File: config.mk
export PLATFORM = sky130hd
export DESIGN_NAME = four_mode_serial_port
export DESIGN_NICKNAME = d
export VERILOG_FILES = /design/src/verilog/serial_port_pkg.sv /design/src/verilog/baud_tick_gen.sv /design/src/verilog/four_mode_serial_port.sv
export SDC_FILE = /design/constraint.sdc
export NUM_CORES = 1
export LEC_CHECK = 0
export BUFFER_PORTS_ARGS = -buffer_cell sky130_fd_sc_hd__buf_2
export CORE_UTILIZATION = 54
export CTS_CLUSTER_DIAMETER = 80
export CTS_CLUSTER_SIZE = 20
export DETAILED_ROUTE_END_ITERATION = 12
export PLACE_DENSITY = 0.75
export REMOVE_ABC_BUFFERS = 1
export SKIP_LAST_GASP = 1
export SLEW_MARGIN = 10
export SYNTH_ARGS = -nofsm -noshare
export SYNTH_HDL_FRONTEND = slang
export SYNTH_SLANG_ARGS = --single-unit
File: constraint.sdc
create_clock -name clk_sys -period 1.9 [get_ports clk_sys]
set_input_delay 0.19 -clock clk_sys [delete_from_list [all_inputs] [get_ports clk_sys]]
set_output_delay 0.19 -clock clk_sys [all_outputs]
set_load 0.05 [all_outputs]
File: src/verilog/serial_port_pkg.sv
/*
  constants shared by the four-mode serial port: register addresses,
  control bit positions, mode codes and cycle counts.
  assumes a core clock of 50 MHz and an 8-bit special-register port.
*/
package serial_port_pkg;

  // ---------------------------------------------------------------
  // register addresses and reset value
  // ---------------------------------------------------------------
  localparam logic [7:0] CONTROL_ADDR = 8'h98;
  localparam logic [7:0] DATA_ADDR    = 8'h99;
  localparam logic [7:0] CONTROL_RESET = 8'h00;

  // ---------------------------------------------------------------
  // control register bit positions
  // ---------------------------------------------------------------
  localparam int BIT_MODE_HIGH = 7;
  localparam int BIT_MODE_LOW  = 6;
  localparam int BIT_MULTIPROC = 5;
  localparam int BIT_RX_ENABLE = 4;
  localparam int BIT_TX_NINTH  = 3;
  localparam int BIT_RX_NINTH  = 2;
  localparam int BIT_TX_DONE   = 1;
  localparam int BIT_RX_DONE   = 0;

  // ---------------------------------------------------------------
  // mode codes {mode_select_high, mode_select_low}
  // ---------------------------------------------------------------
  localparam logic [1:0] MODE_SHIFT   = 2'h0;
  localparam logic [1:0] MODE_UART8   = 2'h1;
  localparam logic [1:0] MODE_UART9_F = 2'h2;
  localparam logic [1:0] MODE_UART9_V = 2'h3;

  // ---------------------------------------------------------------
  // cycle counts
  // ---------------------------------------------------------------
  localparam int OVERSAMPLE     = 16;
  localparam int MODE0_DIV      = 12;
  localparam int MODE2_DIV_SLOW = 64;
  localparam int MODE2_DIV_FAST = 32;
  localparam logic [3:0] MID_START_TICK = 4'h7;
  localparam logic [3:0] LAST_TICK      = 4'hf;
  localparam logic [3:0] BITS_UART8     = 4'h9;
  localparam logic [3:0] BITS_UART9     = 4'ha;

  typedef enum {TX_IDLE, TX_WAIT, TX_RUN} tx_state_t;
  typedef enum {RX_IDLE, RX_START, RX_DATA} rx_state_t;

endpackage

File: src/verilog/baud_tick_gen.sv
/*
  oversample tick generator: one pulse per sixteenth of a bit time.
  assumes timer overflow inputs are one-cycle pulses on clk_sys.
*/
`timescale 1ns/100ps
module baud_tick_gen (
  input  wire logic       clk_sys,
  input  wire logic       reset_n,
  input  wire logic       clk_en,
  input  wire logic [1:0] mode,
  input  wire logic       rate_double_bit,
  input  wire logic       timer1_overflow,
  input  wire logic       timer2_overflow,
  input  wire logic       use_timer2,
  output logic            tick16
);

  // ---------------------------------------------------------------
  // fixed rate divider and timer 1 halving
  // ---------------------------------------------------------------
  localparam logic [5:0] SLOW_TICKS = 6'(serial_port_pkg::MODE2_DIV_SLOW / serial_port_pkg::OVERSAMPLE);
  localparam logic [5:0] FAST_TICKS = 6'(serial_port_pkg::MODE2_DIV_FAST / serial_port_pkg::OVERSAMPLE);

  logic [5:0] fixed_count;
  logic       half_toggle;
  wire        fixed_mode = (mode == serial_port_pkg::MODE_UART9_F);
  wire  [5:0] fixed_last = (rate_double_bit ? FAST_TICKS : SLOW_TICKS) - 6'h01;
  wire        fixed_hit  = (fixed_count >= fixed_last);
  wire        t1_pulse   = timer1_overflow & (rate_double_bit | half_toggle);
  wire        var_pulse  = use_timer2 ? timer2_overflow : t1_pulse;

  always_ff @(posedge clk_sys) begin
    if (!reset_n) begin
      fixed_count <= 6'h00;
      half_toggle <= 1'b0;
      tick16      <= 1'b0;
    end else if (clk_en) begin
      fixed_count <= fixed_hit ? 6'h00 : fixed_count + 6'h01;
      if (timer1_overflow)
        half_toggle <= ~half_toggle;
      tick16 <= fixed_mode ? fixed_hit : var_pulse;
    end
  end

endmodule

File: src/verilog/four_mode_serial_port.sv
/*
  four-mode serial port: shift register, 8-bit uart and two 9-bit uarts,
  reached through the control/status and data buffer special registers.
  assumes pins synchronous to clk_sys and timer overflows as one-cycle pulses.
*/
// Summary of operation
// - two mode bits select one of four modes
// - mode 1 multiproc: flag needs valid stop bit
// - modes 2/3 multiproc: ninth bit 0 drops flag
// - receive only while receive enable is set
// - transmit ninth-bit field sent as ninth bit
// - ninth-bit field captures ninth or stop bit
// - transmit flag set at bit eight or stop
// - receive flag set bit eight or mid-stop
// - mode 0: data on rx pin, clock on tx
// - mode 0 receive starts: enable set, flag clear
// - mode 1 frame: start, eight data, stop
// - any data buffer write starts transmission
// - mode 1 write loads stop bit ninth position
// - falling edge starts frame, start bit skipped
// - final shift loads buffer only when accepted
// - modes 2/3 frame: start, eight, ninth, stop
// - mode 2 rate core/64 or core/32
// - mode 2 loads data, ninth bit, starts at next bit boundary
// - mode 3 is mode 2 with variable rate
// - modes 1/3 rate from timer overflows
// - mode 0 divisor is a parameter
// - receive shift register separate from buffer
// - data write loads transmit, read returns receive
`timescale 1ns/100ps
module four_mode_serial_port #(
  parameter int MODE0_DIV = serial_port_pkg::MODE0_DIV
) (
  input  wire logic       clk_sys,
  input  wire logic       reset_n,
  input  wire logic       clk_en,
  input  wire logic [7:0] sfr_addr,
  input  wire logic       sfr_wr,
  input  wire logic       sfr_rd,
  input  wire logic [7:0] sfr_wdata,
  output logic      [7:0] sfr_rdata,
  input  wire logic       rate_double_bit,
  input  wire logic       timer1_overflow,
  input  wire logic       timer2_overflow,
  input  wire logic       rx_clk_timer2,
  input  wire logic       tx_clk_timer2,
  input  wire logic       rxd_in,
  output logic            rxd_out,
  output logic            rxd_oe,
  output logic            txd_out
);

  // ---------------------------------------------------------------
  // control/status bits and decode
  // ---------------------------------------------------------------
  logic mode_select_high;
  logic mode_select_low;
  logic multiproc_enable;
  logic rx_enable;
  logic tx_ninth_bit;
  logic rx_ninth_bit;
  logic tx_done_flag;
  logic rx_done_flag;
  logic [7:0] rx_buffer;

  wire [1:0] mode       = {mode_select_high, mode_select_low};
  wire       mode_shift = (mode == serial_port_pkg::MODE_SHIFT);
  wire       mode_uart8 = (mode == serial_port_pkg::MODE_UART8);
  wire [7:0] control_value = {mode_select_high, mode_select_low, multiproc_enable, rx_enable,
                              tx_ninth_bit, rx_ninth_bit, tx_done_flag, rx_done_flag};
  wire       wr_control = sfr_wr & (sfr_addr == serial_port_pkg::CONTROL_ADDR);
  wire       wr_data    = sfr_wr & (sfr_addr == serial_port_pkg::DATA_ADDR);

  // ---------------------------------------------------------------
  // baud ticks for each direction
  // ---------------------------------------------------------------
  logic tx_tick;
  logic rx_tick;

  baud_tick_gen tx_ticks (
    .clk_sys         (clk_sys),
    .reset_n         (reset_n),
    .clk_en          (clk_en),
    .mode            (mode),
    .rate_double_bit (rate_double_bit),
    .timer1_overflow (timer1_overflow),
    .timer2_overflow (timer2_overflow),
    .use_timer2      (tx_clk_timer2),
    .tick16          (tx_tick)
  );

  baud_tick_gen rx_ticks (
    .clk_sys         (clk_sys),
    .reset_n         (reset_n),
    .clk_en          (clk_en),
    .mode            (mode),
    .rate_double_bit (rate_double_bit),
    .timer1_overflow (timer1_overflow),
    .timer2_overflow (timer2_overflow),
    .use_timer2      (rx_clk_timer2),
    .tick16          (rx_tick)
  );

  // ---------------------------------------------------------------
  // mode 0 shift engine
  // ---------------------------------------------------------------
  localparam logic [7:0] M0_LAST = 8'(MODE0_DIV - 1);
  localparam logic [7:0] M0_HALF = 8'(MODE0_DIV / 2);

  logic       m0_busy;
  logic       m0_rx;
  logic [7:0] m0_phase;
  logic [2:0] m0_bit;
  logic [7:0] m0_shift;

  wire m0_rx_start = mode_shift & rx_enable & ~rx_done_flag & ~m0_busy & ~wr_data;
  wire m0_bit_end  = m0_busy & (m0_phase == M0_LAST);
  wire m0_done     = m0_bit_end & (m0_bit == 3'h7);
  wire m0_tx_done  = m0_done & ~m0_rx;
  wire m0_rx_done  = m0_done & m0_rx;

  always_ff @(posedge clk_sys) begin
    if (!reset_n) begin
      m0_busy  <= 1'b0;
      m0_rx    <= 1'b0;
      m0_phase <= 8'h00;
      m0_bit   <= 3'h0;
      m0_shift <= 8'h00;
    end else if (clk_en) begin
      if (mode_shift & wr_data) begin
        m0_busy  <= 1'b1;
        m0_rx    <= 1'b0;
        m0_phase <= 8'h00;
        m0_bit   <= 3'h0;
        m0_shift <= sfr_wdata;
      end else if (m0_rx_start) begin
        m0_busy  <= 1'b1;
        m0_rx    <= 1'b1;
        m0_phase <= 8'h00;
        m0_bit   <= 3'h0;
      end else if (m0_busy) begin
        m0_phase <= m0_bit_end ? 8'h00 : m0_phase + 8'h01;
        if (m0_rx & (m0_phase == M0_HALF))
          m0_shift <= {rxd_in, m0_shift[7:1]};
        if (m0_bit_end) begin
          m0_bit <= m0_bit + 3'h1;
          if (!m0_rx)
            m0_shift <= {1'b1, m0_shift[7:1]};
          if (m0_done)
            m0_busy <= 1'b0;
        end
      end
    end
  end

  // ---------------------------------------------------------------
  // asynchronous transmitter
  // ---------------------------------------------------------------
  serial_port_pkg::tx_state_t tx_state;
  logic [3:0] tx_div;
  logic [3:0] tx_left;
  logic [9:0] tx_shift;
  logic       async_txd;

  wire tx_boundary = tx_tick & (tx_div == serial_port_pkg::LAST_TICK);
  wire tx_stop_out = (tx_state == serial_port_pkg::TX_RUN) & tx_boundary & (tx_left == 4'h1);
  wire async_tx_done = tx_stop_out;

  always_ff @(posedge clk_sys) begin
    if (!reset_n) begin
      tx_state  <= serial_port_pkg::TX_IDLE;
      tx_div    <= 4'h0;
      tx_left   <= 4'h0;
      tx_shift  <= 10'h3ff;
      async_txd <= 1'b1;
    end else if (clk_en) begin
      if (tx_tick)
        tx_div <= tx_div + 4'h1;
      if (!mode_shift & wr_data) begin
        tx_state <= serial_port_pkg::TX_WAIT;
        if (mode_uart8) begin
          tx_shift <= {1'b1, 1'b1, sfr_wdata};
          tx_left  <= serial_port_pkg::BITS_UART8;
        end else begin
          tx_shift <= {1'b1, tx_ninth_bit, sfr_wdata};
          tx_left  <= serial_port_pkg::BITS_UART9;
        end
      end else begin
        case (tx_state)
          serial_port_pkg::TX_IDLE: begin
            async_txd <= 1'b1;
          end
          serial_port_pkg::TX_WAIT: begin
            if (tx_boundary) begin
              async_txd <= 1'b0;
              tx_state  <= serial_port_pkg::TX_RUN;
            end
          end
          serial_port_pkg::TX_RUN: begin
            if (tx_boundary) begin
              if (tx_left == 4'h0) begin
                tx_state  <= serial_port_pkg::TX_IDLE;
                async_txd <= 1'b1;
              end else begin
                async_txd <= tx_shift[0];
                tx_shift  <= {1'b1, tx_shift[9:1]};
                tx_left   <= tx_left - 4'h1;
              end
            end
          end
          default: tx_state <= serial_port_pkg::TX_IDLE;
        endcase
      end
    end
  end

  // ---------------------------------------------------------------
  // asynchronous receiver
  // ---------------------------------------------------------------
  serial_port_pkg::rx_state_t rx_state;
  logic [3:0] rx_div;
  logic [3:0] rx_idx;
  logic [9:0] rx_shift;
  logic       rx_line_prev;

  wire [3:0] rx_last_idx = (mode_uart8 ? serial_port_pkg::BITS_UART8 : serial_port_pkg::BITS_UART9) - 4'h1;
  wire rx_edge   = rx_tick & rx_enable & ~mode_shift & rx_line_prev & ~rxd_in;
  wire rx_sample = (rx_state == serial_port_pkg::RX_DATA) & rx_tick & (rx_div == serial_port_pkg::LAST_TICK);
  wire rx_final  = rx_sample & (rx_idx == rx_last_idx);
  wire rx_ninth  = mode_uart8 ? rxd_in : rx_shift[8];
  wire rx_accept = rx_final & ~rx_done_flag & (~multiproc_enable | rx_ninth);

  always_ff @(posedge clk_sys) begin
    if (!reset_n) begin
      rx_state     <= serial_port_pkg::RX_IDLE;
      rx_div       <= 4'h0;
      rx_idx       <= 4'h0;
      rx_shift     <= 10'h000;
      rx_line_prev <= 1'b1;
    end else if (clk_en) begin
      if (rx_tick)
        rx_line_prev <= rxd_in;
      case (rx_state)
        serial_port_pkg::RX_IDLE: begin
          if (rx_edge) begin
            rx_state <= serial_port_pkg::RX_START;
            rx_div   <= 4'h0;
          end
        end
        serial_port_pkg::RX_START: begin
          if (rx_tick) begin
            rx_div <= rx_div + 4'h1;
            if (rx_div == serial_port_pkg::MID_START_TICK) begin
              rx_div   <= 4'h0;
              rx_idx   <= 4'h0;
              rx_state <= rxd_in ? serial_port_pkg::RX_IDLE : serial_port_pkg::RX_DATA;
            end
          end
        end
        serial_port_pkg::RX_DATA: begin
          if (rx_tick)
            rx_div <= rx_div + 4'h1;
          if (rx_sample) begin
            rx_shift[rx_idx] <= rxd_in;
            rx_idx <= rx_idx + 4'h1;
            if (rx_final)
              rx_state <= serial_port_pkg::RX_IDLE;
          end
        end
        default: rx_state <= serial_port_pkg::RX_IDLE;
      endcase
    end
  end

  // ---------------------------------------------------------------
  // register file: hardware sets win over software clears
  // ---------------------------------------------------------------
  wire set_tx_done = m0_tx_done | async_tx_done;
  wire set_rx_done = m0_rx_done | rx_accept;

  always_ff @(posedge clk_sys) begin
    if (!reset_n) begin
      {mode_select_high, mode_select_low, multiproc_enable, rx_enable,
       tx_ninth_bit, rx_ninth_bit, tx_done_flag, rx_done_flag} <= serial_port_pkg::CONTROL_RESET;
      rx_buffer <= 8'h00;
      sfr_rdata <= 8'h00;
    end else if (clk_en) begin
      if (wr_control) begin
        mode_select_high <= sfr_wdata[serial_port_pkg::BIT_MODE_HIGH];
        mode_select_low  <= sfr_wdata[serial_port_pkg::BIT_MODE_LOW];
        multiproc_enable <= sfr_wdata[serial_port_pkg::BIT_MULTIPROC];
        rx_enable        <= sfr_wdata[serial_port_pkg::BIT_RX_ENABLE];
        tx_ninth_bit     <= sfr_wdata[serial_port_pkg::BIT_TX_NINTH];
        rx_ninth_bit     <= sfr_wdata[serial_port_pkg::BIT_RX_NINTH];
      end
      tx_done_flag <= set_tx_done | (wr_control ? sfr_wdata[serial_port_pkg::BIT_TX_DONE] : tx_done_flag);
      rx_done_flag <= set_rx_done | (wr_control ? sfr_wdata[serial_port_pkg::BIT_RX_DONE] : rx_done_flag);
      if (rx_accept) begin
        rx_buffer    <= rx_shift[7:0];
        rx_ninth_bit <= rx_ninth;
      end else if (m0_rx_done) begin
        rx_buffer <= m0_shift;
      end
      if (sfr_rd)
        sfr_rdata <= (sfr_addr == serial_port_pkg::CONTROL_ADDR) ? control_value :
                     (sfr_addr == serial_port_pkg::DATA_ADDR) ? rx_buffer : 8'h00;
    end
  end

  // ---------------------------------------------------------------
  // pin drivers
  // ---------------------------------------------------------------
  always_ff @(posedge clk_sys) begin
    if (!reset_n) begin
      txd_out <= 1'b1;
      rxd_out <= 1'b1;
      rxd_oe  <= 1'b0;
    end else if (clk_en) begin
      txd_out <= m0_busy ? (m0_phase >= M0_HALF) : async_txd;
      rxd_out <= (m0_busy & ~m0_rx) ? m0_shift[0] : 1'b1;
      rxd_oe  <= m0_busy & ~m0_rx;
    end
  end

endmodule

## Word level (Yosys, flattened, before mapping)

Index checks and enable logic that the tools add are counted.

- Add/sub/neg operators: 10
- Multipliers: 0
- Div/mod/pow operators: 0
- $lt $le $gt $ge: 5
- Equal/unequal tests: 32
- Shifts and indexed selects: 0
- Multiplexer cells: 77
- Bitwise operators: 45
- Reduce and logical (&&, ||, !) cells: 35

Operators by type and width:

| kind | number |
|---|---|
| $mux 32 | 9 |
| $pmux 32 s3 | 2 |
| $mux 8 | 14 |
| $eq 32x1->1 const B | 2 |
| $eq 32x2->1 const B | 2 |
| $eq 32x3->1 const B | 2 |
| $logic_not 32->1 | 2 |
| $mux 4 | 11 |
| $mux 10 | 4 |
| $and 1x1->1 | 28 |
| $mux 1 | 22 |
| $reduce_and 5->1 | 4 |
| $reduce_and 2->1 | 9 |
| $eq 8x8->1 const B | 2 |
| $ne 2x2->1 const B | 8 |
| $mux 3 | 5 |
| $reduce_bool 2->1 | 7 |
| $add 4x1->4 const B | 3 |
| $add 6x1->6 const B | 2 |
| $ge 6x6->1 | 2 |
| $mux 6 | 2 |
| $pmux 4 s3 | 1 |
| $reduce_bool 3->1 | 4 |
| $bwmux 10 | 1 |
| other kinds (32) | 56 |

- Register bits after elaboration: 166
- Latch bits: 0
- Bits in writable memories: 0
- Memory bits (read-only): 0
- Input bits: 27
- Output and inout port bits: 11
- Logic and storage cells: 238
- Memories: 0

## Logic depth before layout (Yosys ltp)

Gate-level depths: netlist of run 1.

- Depth after elaboration: 9
- Gate-level depth with buffers: 9
- Mapped depth without buffers: 7

## Cells and area by module

Synthesis of run 1 repeated with hierarchy kept, for this count alone.

- Cells, all modules: 602
- Area, all modules: 5452.7 um^2

Modules (own cells, without submodules):

| module | times used | cells each | area an instance (um^2) | seq. area each (um^2) |
|---|---|---|---|---|
| four_mode_serial_port | 1 | 522 | 4621.9 | 1761.7 |
| baud_tick_gen | 2 | 40 | 415.4 | 160.2 |

## Worst setup path before layout of run 1

Ideal clock, no wire load.

- Path kind: flip-flop to flip-flop
- Start: register rx_div[0]
- End: register rx_ninth_bit
- Arrival time: 1.711 ns
- Setup slack: 0.115 ns
- Cell stages (with the launch flop): 8
- Cell sequence: dfxtp_1 > ha_1 > nand3_1 > nor4b_4 > nand4_1 > buf_4 > mux2_4 > o22ai_1

- Longest elaborated chain between the ends: 7
- Elaborated cells on any way between the ends: 8
- Classes of those cells: eq/ne: 1; mux: 1; bitwise: 4; reduce/logical: 2

RTL lines:

| what | line | RTL |
|---|---|---|
| from (decl) | four_mode_serial_port.sv:221 | `logic [3:0] rx_div;` |
| from (signal assigned) | four_mode_serial_port.sv:252 | `rx_div <= rx_div + 4'h1;` |
| from (signal assigned) | four_mode_serial_port.sv:262 | `rx_div <= rx_div + 4'h1;` |
| $eq 4x4->1 * | four_mode_serial_port.sv:228 | `wire rx_sample = (rx_state == serial_port_pkg::RX_DATA) & rx_tick & (rx_div == serial_port_pkg::LAST_TICK);` |
| $and 1x1->1 * | four_mode_serial_port.sv:228 |  |
| $and 1x1->1 * | four_mode_serial_port.sv:229 | `wire rx_final = rx_sample & (rx_idx == rx_last_idx);` |
| $and 1x1->1 * (2 in a row) | four_mode_serial_port.sv:231 | `wire rx_accept = rx_final & ~rx_done_flag & (~multiproc_enable \| rx_ninth);` |
| $reduce_bool 2->1 (no line) | -- |  |
| $reduce_and 2->1 (no line) | -- |  |
| to (signal assigned) | four_mode_serial_port.sv:294 | `rx_ninth_bit <= sfr_wdata[serial_port_pkg::BIT_RX_NINTH];` |
| to (signal assigned) | four_mode_serial_port.sv:300 | `rx_ninth_bit <= rx_ninth;` |
| to (decl) | four_mode_serial_port.sv:61 | `logic rx_ninth_bit;` |

Every way passes the cells marked *; elsewhere a longest branch is shown, timed or not.
A chain may end at the register's enable or synchronous reset.

## Worst setup path in the final report of run 1

- Start: register m0_bit[0]
- End: register rx_buffer[2]

- Longest elaborated chain between the ends: 5

RTL lines:

| what | line | RTL |
|---|---|---|
| from (decl) | four_mode_serial_port.sv:113 | `logic [2:0] m0_bit;` |
| from (signal assigned) | four_mode_serial_port.sv:146 | `m0_bit <= m0_bit + 3'h1;` |
| $eq 3x3->1 | four_mode_serial_port.sv:118 | `wire m0_done = m0_bit_end & (m0_bit == 3'h7);` |
| $and 1x1->1 | four_mode_serial_port.sv:118 |  |
| $and 1x1->1 | four_mode_serial_port.sv:120 | `wire m0_rx_done = m0_done & m0_rx;` |
| $reduce_bool 2->1 (no line) | -- |  |
| $reduce_and 2->1 (no line) | -- |  |
| to (signal assigned) | four_mode_serial_port.sv:299 | `rx_buffer <= rx_shift[7:0];` |
| to (signal assigned) | four_mode_serial_port.sv:302 | `rx_buffer <= m0_shift;` |
| to (decl) | four_mode_serial_port.sv:64 | `logic [7:0] rx_buffer;` |

Every way passes these cells.

==> results of run 1 <==
==> area by class of cell <==
type,count,area [µm²]
fill,798,3320
clock buffer,11,151
clock inverter,5,55.1
inverter,25,93.8
timing repair buffer,75,499
sequential,104,2080
tap,129,161
multi-input combinational,453,2960
==> registers in the layout, summed over array words and instances (netlist names), 6 cells and up <==
name	cells
m0_phase	8
m0_shift	8
rx_buffer	8
rx_shift	9
rx_ticks.fixed_count	6
sfr_rdata	8
tx_shift	9
tx_ticks.fixed_count	6
==> cell usage after synthesis, drive strengths merged, types with 2 or more instances <==
library cell / count
a211oi: 2
a21boi: 3
a21oi: 47
a221oi: 16
a31oi: 3
a32o: 2
a41o: 2
a41oi: 4
and2: 11
and3: 3
and4: 4
and4b: 2
buf: 16
clkbuf: 15
dfxtp: 104
ha: 21
inv: 24
mux2: 3
mux2i: 30
nand2: 53
nand2b: 8
nand3: 26
nand4: 14
nand4b: 4
nor2: 74
nor2b: 8
nor3: 13
nor3b: 2
nor4: 6
nor4bb: 2
o2111ai: 2
o211a: 3
o211ai: 8
o21a: 2
o21ai: 31
o31ai: 2
o41ai: 2
or3: 4
or4: 2
xnor2: 11
xor2: 10
==> worst min-delay path by stage <==
stage | to | slack, ps | cells past startpoint
after floorplan | rx_line_prev | 260 | 1
after global placement | rx_line_prev | 450 | 2
after detailed placement | rx_shift[2] | 450 | 2
after CTS | mode_select_high | 110 | 3
after global routing | mode_select_high | 110 | 3
final | mode_select_high | 130 | 3
==> cells by family after synthesis <==
kind of cell / synth area share, %
simple gates: 24.2
flops: 39.8
compound gates: 16.5
fa+ha+maj: 5.02
xor+xnor: 3.51
buf+inv: 4.50
mux: 6.46
==> through the flow <==
stage | area (µm²) | util, % | setup slack (ps) | instances | TNS [ps]
2_1_floorplan | 5090 | - | -187 | 582 | -1450
3_3_place_gp | 5720 | 61.3 | 77.4 | 782 | 0
6_report | 6010 | 64.4 | 43.4 | 802 | 0
5_1_grt | 6010 | 64.4 | -30.7 | 802 | -66.6
4_1_cts | 5930 | 63.6 | 29.0 | 798 | 0
3_5_place_dp | 5720 | 61.3 | 5.90 | 782 | 0
==> per-layer routing <==
| metal | track usage [%] | vias up | wire [µm] |
|---|---|---|---|
| met2 | 42.5 | 133 | 5950 |
| li1 | - | 2305 | - |
| met1 | 33.8 | 2185 | 5720 |
| met4 | 11.3 | 0 | 296 |
| met5 | 0 | - | 0 |
| met3 | 3.27 | 25 | 494 |
==> repair_timing <==
action | 4_1_cts | 5_1_grt
hold buffers | 0 | 0
hold endpoints to repair | 0 | 0
resized for setup | 2 | 18
pin swaps | 0 | 2
buffers inserted | 0 | 4
endpoints found under the setup margin | 8 | 29
==> critical path, cell delays in order (launching register included) <==
cell     delay, ps
dfxtp_2        340
ha_1           210
ha_1           190
and2_0         160
and4_2         250
a41o_1         230
buf_12         150
o21ai_0        150
a21oi_1         60
==> cell usage in the layout (no fill, tap or decap), types with 3 or more instances in the layout <==
| cell type | n |
|---|---|
| buf_4 | 35 |
| ha_1 | 21 |
| nor2b_1 | 8 |
| and4_1 | 3 |
| o21ai_1 | 5 |
| nor2_1 | 72 |
| nand2b_1 | 7 |
| nand4_1 | 14 |
| xnor2_1 | 11 |
| nand2_1 | 51 |
| and3_1 | 3 |
| nor3_1 | 13 |
| o211a_1 | 3 |
| a221oi_1 | 16 |
| xor2_1 | 10 |
| or3_1 | 4 |
| a31oi_1 | 3 |
| a21oi_1 | 46 |
| nor4_1 | 4 |
| buf_2 | 37 |
| nand4b_1 | 4 |
| nand3_1 | 25 |
| dfxtp_1 | 102 |
| inv_1 | 22 |
| o211ai_1 | 8 |
| a21boi_0 | 3 |
| and2_1 | 9 |
| clkbuf_8 | 11 |
| a41oi_1 | 4 |
| mux2i_1 | 30 |
| o21ai_0 | 26 |
==> power by group through the flow <==
stage	clock network (µW)	logic [µW]	registers, µW
after global routing	1540	315	2240
after CTS	1450	283	2230
after global placement	0	274	2280
after floorplan	0	116	2320
after detailed placement	0	282	2280
final	1420	285	2230
==> qor.csv, run 1 <==
stage;metric;value;unit
outcome;status;finished, final reports clean;
critical_path;Critical R2R Capture;rx_buffer[2];
clocking;later-pin clock latency in the skew report;370;ps
yosys;top cells by area, synth;dfxtp_1 (40%), mux2i_1 (5.7%), nor2_1 (5.2%), ha_1 (5.0%), a21oi_1 (4.5%);
pwr;sequential share of power;56.7;%
grt;overall routing resource usage;25.7;%
timing;Worst Tran Pin Value;532;ps
timing;FMAX;539;MHz
yosys;Mapped Cells;613;
critical_path;worst r2r src;m0_bit[0];
pwr;pwr dens;656;nW/µm²
routing;DRC Markers;0;
critical_path;Worst Setup SP;m0_bit[0];
clocking;Sink Count;104;
cells_and_area;nets@finish;716;
critical_path;critical path class;reg -> reg;
timing;Tmin final;1860;ps
worst_hold_path;worst min path class;in -> reg;
critical_path;FF-to-FF path depth;8;
routing;Initial DRT Pass Iterations;5;
critical_path;Worst EP arrival;2110;ps
timing;max-slew violations;0;
critical_path;flop-to-flop setup slack;40;ps
yosys;cell area after synthesis;5230;µm²
routing;vias per cell;5.80;
floorplanning;die area;10100;µm²
cells_and_area;layout cells sized above 1;17.4;%
placement;HPWL Detailed;9100;µm
clocking;htree depth;3;
worst_hold_path;HP Start;sfr_wdata[7];
routing;Starting DRT DRC Count;274;
pwr;PnR Total Power;3940;µW
yosys;area leader, netlist;dfxtp_1;
cells_and_area;number of diodes;0;
pwr;switching pwr;956;µW
yosys;synth unique cells;66;
grt;first-pass GRT wire length;20400;µm
yosys;EDFF count, synth;0;
yosys;Main synth FF type;dfxtp_1;
critical_path;startpoint types;register;
grt;largest net degree at the start of global routing;43;
pwr;Comb pwr share;7.2;%
critical_path;CP Capture Point;rx_buffer[2];
timing;Final Setup Violations;0;
floorplanning;starting density of the core;56.1;%
grt;vias in the first global route;4238;
pwr;switching share of power;24.3;%
critical_path;Setup crit end kind;register;
yosys;mean cell area of the mapped netlist;8.54;µm²
timing;Hold Slack;126;ps
timing;clk_skew;10.0;ps
yosys;Ys Warns;0;
floorplanning;Die Y-Extent;100;µm
floorplanning;Core Area;9330;µm²
grt;initial antenna violation count;0;
floorplanning;Placement Rows;35;
pwr;Pleak;0.00245;µW
pwr;Peak VDD IR;0.000365;V
grt;grt ovf;0;
routing;vias;4648;
yosys;sequential-to-total area share from yosys stat;39.8;%
yosys;FF+latch count, synth;104;
timing;RSZ-0062 raised after global routing;true;
clocking;TritonCTS clock tree;yes;
timing;Period Utilization, post-route;97.7;%
clocking;Longest Clk Path Bufs;2;
placement;GP Congestion;0.860;
clocking;number of CTS-inserted buffers;9;
critical_path;Critical Path Fanout Max;17;
cells_and_area;P&R area growth vs syn;14.8;%
timing;final hold violation count;0;
clocking;clk slew on worst S/H paths;100;ps
routing;Routed WL;12500;µm
routing;Wirelength per Cell;15.5;µm
clocking;Root Buffer;clkbuf_8;
critical_path;worst endpoint required time;2160;ps
timing;Rel. slew slack;64.5;%
yosys;async set-reset flop share out of synthesis;0;%
pwr;cell-internal power;2980;µW
routing;Final ANT Viol Nets;0;
flow_run;max_cap viols;0;
placement;PortBufs;37;
floorplanning;Die X;100;µm
pwr;clock share of power;36.1;%
yosys;Synth top area share;39.8;%
floorplanning;Ports;38;
Power figures use the tool's default switching activity.
==> run 2, diff against run 1 <==
--- a/config.mk
+++ b/config.mk
@@ -6,6 +6,7 @@
 export NUM_CORES = 1
 export LEC_CHECK = 0
 export BUFFER_PORTS_ARGS = -buffer_cell sky130_fd_sc_hd__buf_2
+export CORE_ASPECT_RATIO = 1.5
 export CORE_UTILIZATION = 54
 export CTS_CLUSTER_DIAMETER = 80
 export CTS_CLUSTER_SIZE = 20
==> run 2 against run 1 <==
Count of clock-buffer cells in the layout shrank 1. Sequential cell count unchanged. Critical path type unchanged. Largest power group unchanged. Cell count fell by 1.4%. First-iteration DRC count is 4.4% lower. Global-route usage grew 1.4 points. Utilization increased by 1.8 points.
==> qor.csv, run 2 (synthesis gave the netlist of run 1 again) <==
stage;metric;value;unit;change
cells_and_area;post-route cell area;6160;µm²;+2.5%
clocking;TritonCTS clock tree;yes;;
timing;Hold Slack;149;ps;+23.1 ps
clocking;number of CTS-inserted buffers;9;;unchanged
routing;Starting DRT DRC Count;262;;-4.4%
timing;Worst Tran Pin Value;439;ps;-93.1 ps
timing;Period Utilization, post-route;99.1;%;+1.4 points
cells_and_area;Sequential Area;2090;µm²;+0.12%
clocking;later-pin clock latency in the skew report;350;ps;-20 ps
grt;vias in the first global route;4454;;+5.1%
timing;Tmin final;1880;ps;+26.0 ps
routing;Routed WL;13100;µm;+5.2%
timing;Final Setup Violations;0;;unchanged
critical_path;Worst EP arrival;2110;ps;about the same
placement;PortBufs;37;;unchanged
floorplanning;Die Y-Extent;123;µm;+22%
critical_path;Critical Path Fanout Max;7;;-10
routing;vias;4756;;+2.3%
pwr;clock share of power;44.3;%;+8.2 points
critical_path;worst endpoint required time;2130;ps;-30 ps
floorplanning;Die X;82.4;µm;-18%
flow_run;max_cap viols;0;;unchanged
routing;vias per cell;6.01;;+3.7%
placement;HPWL Detailed;9590;µm;+5.4%
timing;Setup WS post-layout;17.4;ps;-26.0 ps
pwr;Peak VDD IR;0.000632;V;+73%
clocking;Longest Clk Path Bufs;2;;unchanged
pwr;switching pwr;1050;µW;+10%
placement;setup slack after placement;-3.27;ps;-9.17 ps
grt;grt ovf;0;;unchanged
cells_and_area;P&R area growth vs syn;17.7;%;
routing;Wirelength per Cell;16.6;µm;+6.6%
critical_path;startpoint types;register;;
pwr;switching share of power;23.3;%;-1.0 points
timing;final hold violation count;0;;unchanged
timing;FMAX;531;MHz;-1.4%
cells_and_area;Fillers;762;;-4.5%
timing;RSZ-0062 raised after global routing;true;;
grt;first-pass GRT wire length;20700;µm;+1.7%
clocking;clk slew on worst S/H paths;70;ps;-30 ps
outcome;status;finished, final reports clean;;
grt;initial antenna violation count;0;;unchanged
placement;GP Congestion;0.866;;+0.76%
cells_and_area;leading cell types in the layout, fill and taps excluded;dfxtp_1 (100), nor2_1 (72), nand2_1 (52), a21oi_1 (46), buf_4 (41);;
grt;largest net degree at the start of global routing;30;;-30%
pwr;Comb pwr share;6.5;%;-0.7 points
floorplanning;Placement Rows;43;;+23%
clocking;Root Buffer;clkbuf_16;;
timing;clk_skew;7.59;ps;-2.41 ps
placement;placed cell area;5710;µm²;about the same
cells_and_area;nets@finish;722;;+0.84%
timing;Rel. slew slack;70.0;%;+5.5 points
clocking;Sink Count;104;;unchanged
critical_path;Critical R2R Capture;rx_buffer[7];;
pwr;sequential share of power;49.3;%;-7.4 points
critical_path;Worst Setup SP;m0_bit[0];;
critical_path;flop-to-flop setup slack;20;ps;-30 ps
critical_path;Setup crit end kind;register;;
pwr;PnR Total Power;4530;µW;+15%
floorplanning;Ports;38;;unchanged
cells_and_area;commonest non-fill, non-tap cell in the layout;dfxtp_1;;
cells_and_area;area of the multi-input gates;2990;µm²;+1.0%
critical_path;critical path class;reg -> reg;;
grt;overall routing resource usage;27.1;%;+1.4 points
pwr;pwr dens;735;nW/µm²;+12%
timing;max-slew violations;0;;unchanged
cells_and_area;Regs by FF count;rx_shift: 9 flops, tx_shift: 9 flops;;
routing;Final ANT Viol Nets;0;;unchanged
routing;DRC Markers;0;;unchanged
cells_and_area;layout cells sized above 1;18.3;%;+0.88 points
critical_path;CP Capture Point;rx_buffer[7];;
floorplanning;Core Area;9310;µm²;-0.21%
floorplanning;starting density of the core;56.2;%;+0.12 points
worst_hold_path;worst min path class;in -> reg;;
critical_path;FF-to-FF path depth;7;;-1
pwr;cell-internal power;3470;µW;+16%
critical_path;worst r2r src;m0_bit[0];;
floorplanning;die area;10100;µm²;about the same
routing;Initial DRT Pass Iterations;5;;unchanged
clocking;htree depth;3;;unchanged
pwr;Pleak;0.00253;µW;+3.4%
cells_and_area;number of diodes;0;;unchanged
==> run 2: cell types whose count changed in the layout (fill, tap and decap cells not counted), sizes merged <==
cell      change
inv           +2
a41o          +1
clkinvlp      -2
buf           +5
bufinv        +1
clkbuf        -1
==> run 2: power groups by stage <==
stage	Sequential [µW]	Clock, µW	Combinational, µW
6_report	2230	2000	292
5_1_grt	2240	2110	320
4_1_cts	2230	2020	290
3_5_place_dp	2280	0	288
3_3_place_gp	2280	0	284
2_1_floorplan	2320	0	116
==> run 2: timing repair <==
item,CTS,global route
gates resized for setup,3,17
pin swaps,0,4
hold buffers,0,0
gates cloned,0,1
buffers inserted,0,5
endpoints found under the setup margin,5,25
==> run 2: worst min-delay path by stage <==
stage                       from               end  slack, ps  cells after the start
floorplan                reset_n      rx_line_prev        260                      1
global placement       m0_bit[1]         m0_bit[1]        450                      1
detailed placement     m0_bit[2]         m0_bit[2]        470                      1
CTS                 sfr_wdata[7]  mode_select_high        140                      3
global route        sfr_wdata[3]      tx_ninth_bit        170                      3
finish              sfr_wdata[7]  mode_select_high        150                      3
==> run 2: routing by layer <==
metal,vias to the layer above,part of all wire [%],global-route usage (%)
met5,-,0,0
met4,0,3.2,13.2
met3,32,4.6,4.91
met2,138,53,48.1
met1,2254,40,30.2
li1,2332,-,-
==> run 2: layout make-up <==
cell class / count / share of cell area (%)
timing repair buffer: 80 / 8.51
multi-input combinational: 454 / 48.6
clock buffer: 10 / 3.72
tap: 112 / 2.28
clock inverter: 6 / 1.48
inverter: 25 / 1.52
sequential: 104 / 33.9
==> run 2: metrics by stage <==
stage	TNS, ps	util (%)	cells
floorplan	-1450	-	582
finish	0	66.2	791
global placement	0	61.4	769
CTS	0	64.9	785
global route	-119	66.2	791
detailed placement	-3.27	61.4	769
==> run 2: critical path, cell delays in order (launching register included) <==
cell and delay [ps]:
dfxtp_1 340, ha_1 200, ha_1 170, and2_0 170, and4_2 260, a41o_1 290
o21ai_0 260, a21oi_1 80
==> run 3, diff against run 2 <==
--- a/config.mk
+++ b/config.mk
@@ -7,14 +7,16 @@
 export LEC_CHECK = 0
 export BUFFER_PORTS_ARGS = -buffer_cell sky130_fd_sc_hd__buf_2
 export CORE_ASPECT_RATIO = 1.5
-export CORE_UTILIZATION = 54
+export CORE_UTILIZATION = 55
 export CTS_CLUSTER_DIAMETER = 80
 export CTS_CLUSTER_SIZE = 20
 export DETAILED_ROUTE_END_ITERATION = 12
-export PLACE_DENSITY = 0.75
+export PLACE_DENSITY = 0.77
 export REMOVE_ABC_BUFFERS = 1
+export SKIP_CTS_REPAIR_TIMING = 1
 export SKIP_LAST_GASP = 1
-export SLEW_MARGIN = 10
+export SLEW_MARGIN = 25
 export SYNTH_ARGS = -nofsm -noshare
 export SYNTH_HDL_FRONTEND = slang
+export SYNTH_HIERARCHICAL = 1
 export SYNTH_SLANG_ARGS = --single-unit
==> run 3 against run 2 <==
The flow now finishes with violations (negative setup slack). Clock skew is 0.97 ps higher. Area after synthesis is 4.2% higher. Synthesized cell count is 1.8% lower.
==> qor.csv, run 3 <==
stage;metric;value;unit;change
outcome;status;finished with violations;;
outcome;failing checks;negative setup slack;;
cells_and_area;commonest non-fill, non-tap cell in the layout;dfxtp_1;;
yosys;Main synth FF type;dfxtp_1;;
routing;vias;4914;;+3.3%
routing;Initial DRT Pass Iterations;5;;unchanged
worst_hold_path;worst min path class;in -> reg;;
clocking;TritonCTS clock tree;yes;;
critical_path;FF-to-FF path depth;7;;unchanged
critical_path;flop-to-flop setup slack;-130;ps;-150 ps
timing;RSZ-0062 raised after global routing;true;;
timing;Period Utilization, post-route;107;%;+7.7 points
grt;vias in the first global route;4672;;+4.9%
timing;Rel. slew slack;68.0;%;-2.0 points
yosys;sequential-to-total area share from yosys stat;38.2;%;-1.6 points
critical_path;startpoint types;register;;
grt;overall routing resource usage;26.2;%;-0.91 points
clocking;later-pin clock latency in the skew report;350;ps;about the same
yosys;top cells by area, synth;dfxtp_1 (38%), ha_1 (4.8%), nand2_1 (4.2%), mux2i_1 (3.9%), nand3_1 (2.8%);;
pwr;pwr dens;670;nW/µm²;-8.9%
floorplanning;Ports;38;;unchanged
cells_and_area;Layout Utilization;67.8;%;+1.6 points
critical_path;Critical R2R Capture;rx_buffer[2];;
cells_and_area;P&R area growth vs syn;19.7;%;
pwr;Peak VDD IR;0.000633;V;+0.29%
routing;DRC Markers;0;;unchanged
critical_path;critical path class;reg -> reg;;
placement;GP Congestion;0.834;;-3.8%
critical_path;Setup crit end kind;register;;
cells_and_area;nets@finish;729;;+0.97%
placement;placed cell area;6080;µm²;+6.4%
yosys;FF+latch count, synth;104;;unchanged
timing;FMAX;493;MHz;-7.2%
critical_path;worst r2r src;rx_div[1];;
yosys;synth unique cells;69;;+4.5%
placement;PortBufs;37;;unchanged
cells_and_area;leading cell types in the layout, fill and taps excluded;dfxtp_1 (95), nand2_1 (60), buf_4 (56), buf_2 (37), nor2_1 (31);;
yosys;Ys Warns;6;;+6
routing;Starting DRT DRC Count;313;;+19%
cells_and_area;post-route cell area;6530;µm²;+6.0%
yosys;Synth top area share;38.2;%;-1.6 points
timing;Final Setup Violations;10;;+10
cells_and_area;layout cells sized above 1;24.2;%;+5.9 points
grt;first-pass GRT wire length;21600;µm;+4.3%
clocking;Root Buffer;clkbuf_16;;
pwr;Pleak;0.00254;µW;+0.22%
clocking;htree depth;3;;unchanged
floorplanning;die area;10300;µm²;+2.3%
floorplanning;Die Y-Extent;124;µm;+1.1%
pwr;PnR Total Power;4370;µW;-3.5%
yosys;Mapped Cells;602;;-1.8%
critical_path;Worst EP arrival;2320;ps;+210 ps
routing;Routed WL;13700;µm;+4.2%
floorplanning;Core Area;9630;µm²;+3.5%
yosys;cell area after synthesis;5450;µm²;+4.2%
yosys;mean cell area of the mapped netlist;9.06;µm²;+6.1%
yosys;top cells by count, synth;dfxtp_1 (104), nand2_1 (61), nor2_1 (31);;
flow_run;max_cap viols;0;;unchanged
timing;clk_skew;8.56;ps;+0.973 ps
worst_hold_path;Hold Path Stages;3;;unchanged
floorplanning;starting density of the core;56.6;%;+0.38 points
clocking;clk slew on worst S/H paths;70;ps;about the same
timing;max-slew violations;0;;unchanged
yosys;count leader, synth;dfxtp_1;;
critical_path;worst endpoint required time;2190;ps;+60 ps
timing;final hold violation count;0;;unchanged
routing;vias per cell;6.13;;+2.0%
timing;Tmin final;2030;ps;+146 ps
timing;Worst Tran Pin Value;480;ps;+41.2 ps
routing;Final ANT Viol Nets;0;;unchanged
yosys;area leader, netlist;dfxtp_1;;
grt;largest net degree at the start of global routing;39;;+30%
worst_hold_path;HP Start;sfr_wdata[3];;
routing;Wirelength per Cell;17.1;µm;+2.9%
grt;initial antenna violation count;0;;unchanged
worst_hold_path;Worst Hold End;tx_ninth_bit;;
cells_and_area;Regs by FF count;rx_shift: 9 flops, tx_shift: 9 flops;;
critical_path;Critical Path Fanout Max;4;;-3
timing;Setup WS post-layout;-129;ps;-146 ps
cells_and_area;number of diodes;0;;unchanged
clocking;Longest Clk Path Bufs;2;;unchanged
clocking;number of CTS-inserted buffers;9;;unchanged
floorplanning;Die X;83.3;µm;+1.1%
placement;HPWL Detailed;9750;µm;+1.7%
clocking;Sink Count;104;;unchanged
yosys;async set-reset flop share out of synthesis;0;%;unchanged
floorplanning;Placement Rows;44;;+2.3%
yosys;EDFF count, synth;0;;unchanged
grt;grt ovf;0;;unchanged
[run 3: cell type report]
cell class	count	area, µm²
Tap cell	115	144
Inverter	12	45.0
Clock inverter	4	36.3
Fill cell	774	3110
Clock buffer	12	256
Sequential cell	104	2100
Multi-Input combinational cell	458	3300
Timing Repair Buffer	96	648
[run 3: cells by family after synthesis]
kind of cell    Yosys count  share of synthesized area (%)
compound gates          145                           19.8
xor+xnor                 20                           3.21
fa+ha+maj                21                           4.82
buf+inv                  40                           3.03
flops                   104                           38.2
mux                      23                           4.27
simple gates            249                           26.7
[run 3: where the power goes]
group          internal (µW)  leakage [µW]  switching (µW)
clock                    978      0.000141             844
sequential              2210      0.000846            27.3
combinational            126       0.00155             187
total                   3310       0.00254            1060
[run 3: worst max-delay path, cell delays in order, from the launching register on]
cell and delay [ps]:
dfxtp_4 370, ha_4 160, nand3_4 80, or4b_4 500, o41ai_4 440, buf_4 230, o21ai_2 60, a21oi_1 130
[run 3: worst max-delay path by stage]
stage	endpoint	cells after the start	slack [ps]	startpoint
after global routing	rx_buffer[6]	8	-230	rx_state[0]
final	rx_buffer[2]	7	-130	rx_div[1]
after global placement	rx_buffer[6]	7	-30	rx_div[1]
after CTS	rx_buffer[5]	7	-190	rx_div[1]
after detailed placement	rx_buffer[5]	7	-110	rx_div[1]
after floorplan	rx_buffer[0]	7	-250	rx_state[0]
[run 3: stage by stage]
| step | hold WS (ps) | setup TNS [ps] | cells | worst slack [ps] |
|---|---|---|---|---|
| final | 158 | -990 | 801 | -129 |
| after global routing | 162 | -1650 | 801 | -232 |
| after CTS | 141 | -1090 | 796 | -192 |
| after detailed placement | 462 | -876 | 780 | -115 |
| after global placement | 442 | -61.9 | 780 | -28.8 |
| after floorplan | 262 | -3550 | 574 | -255 |
[run 3: layer usage]
metal	up-vias	part of all wire, %	global-route usage (%)
li1	2374	-	-
met1	2386	41	29.5
met2	128	53	49.3
met3	26	3.5	4.24
met4	0	2.6	10.2
met5	-	0	0
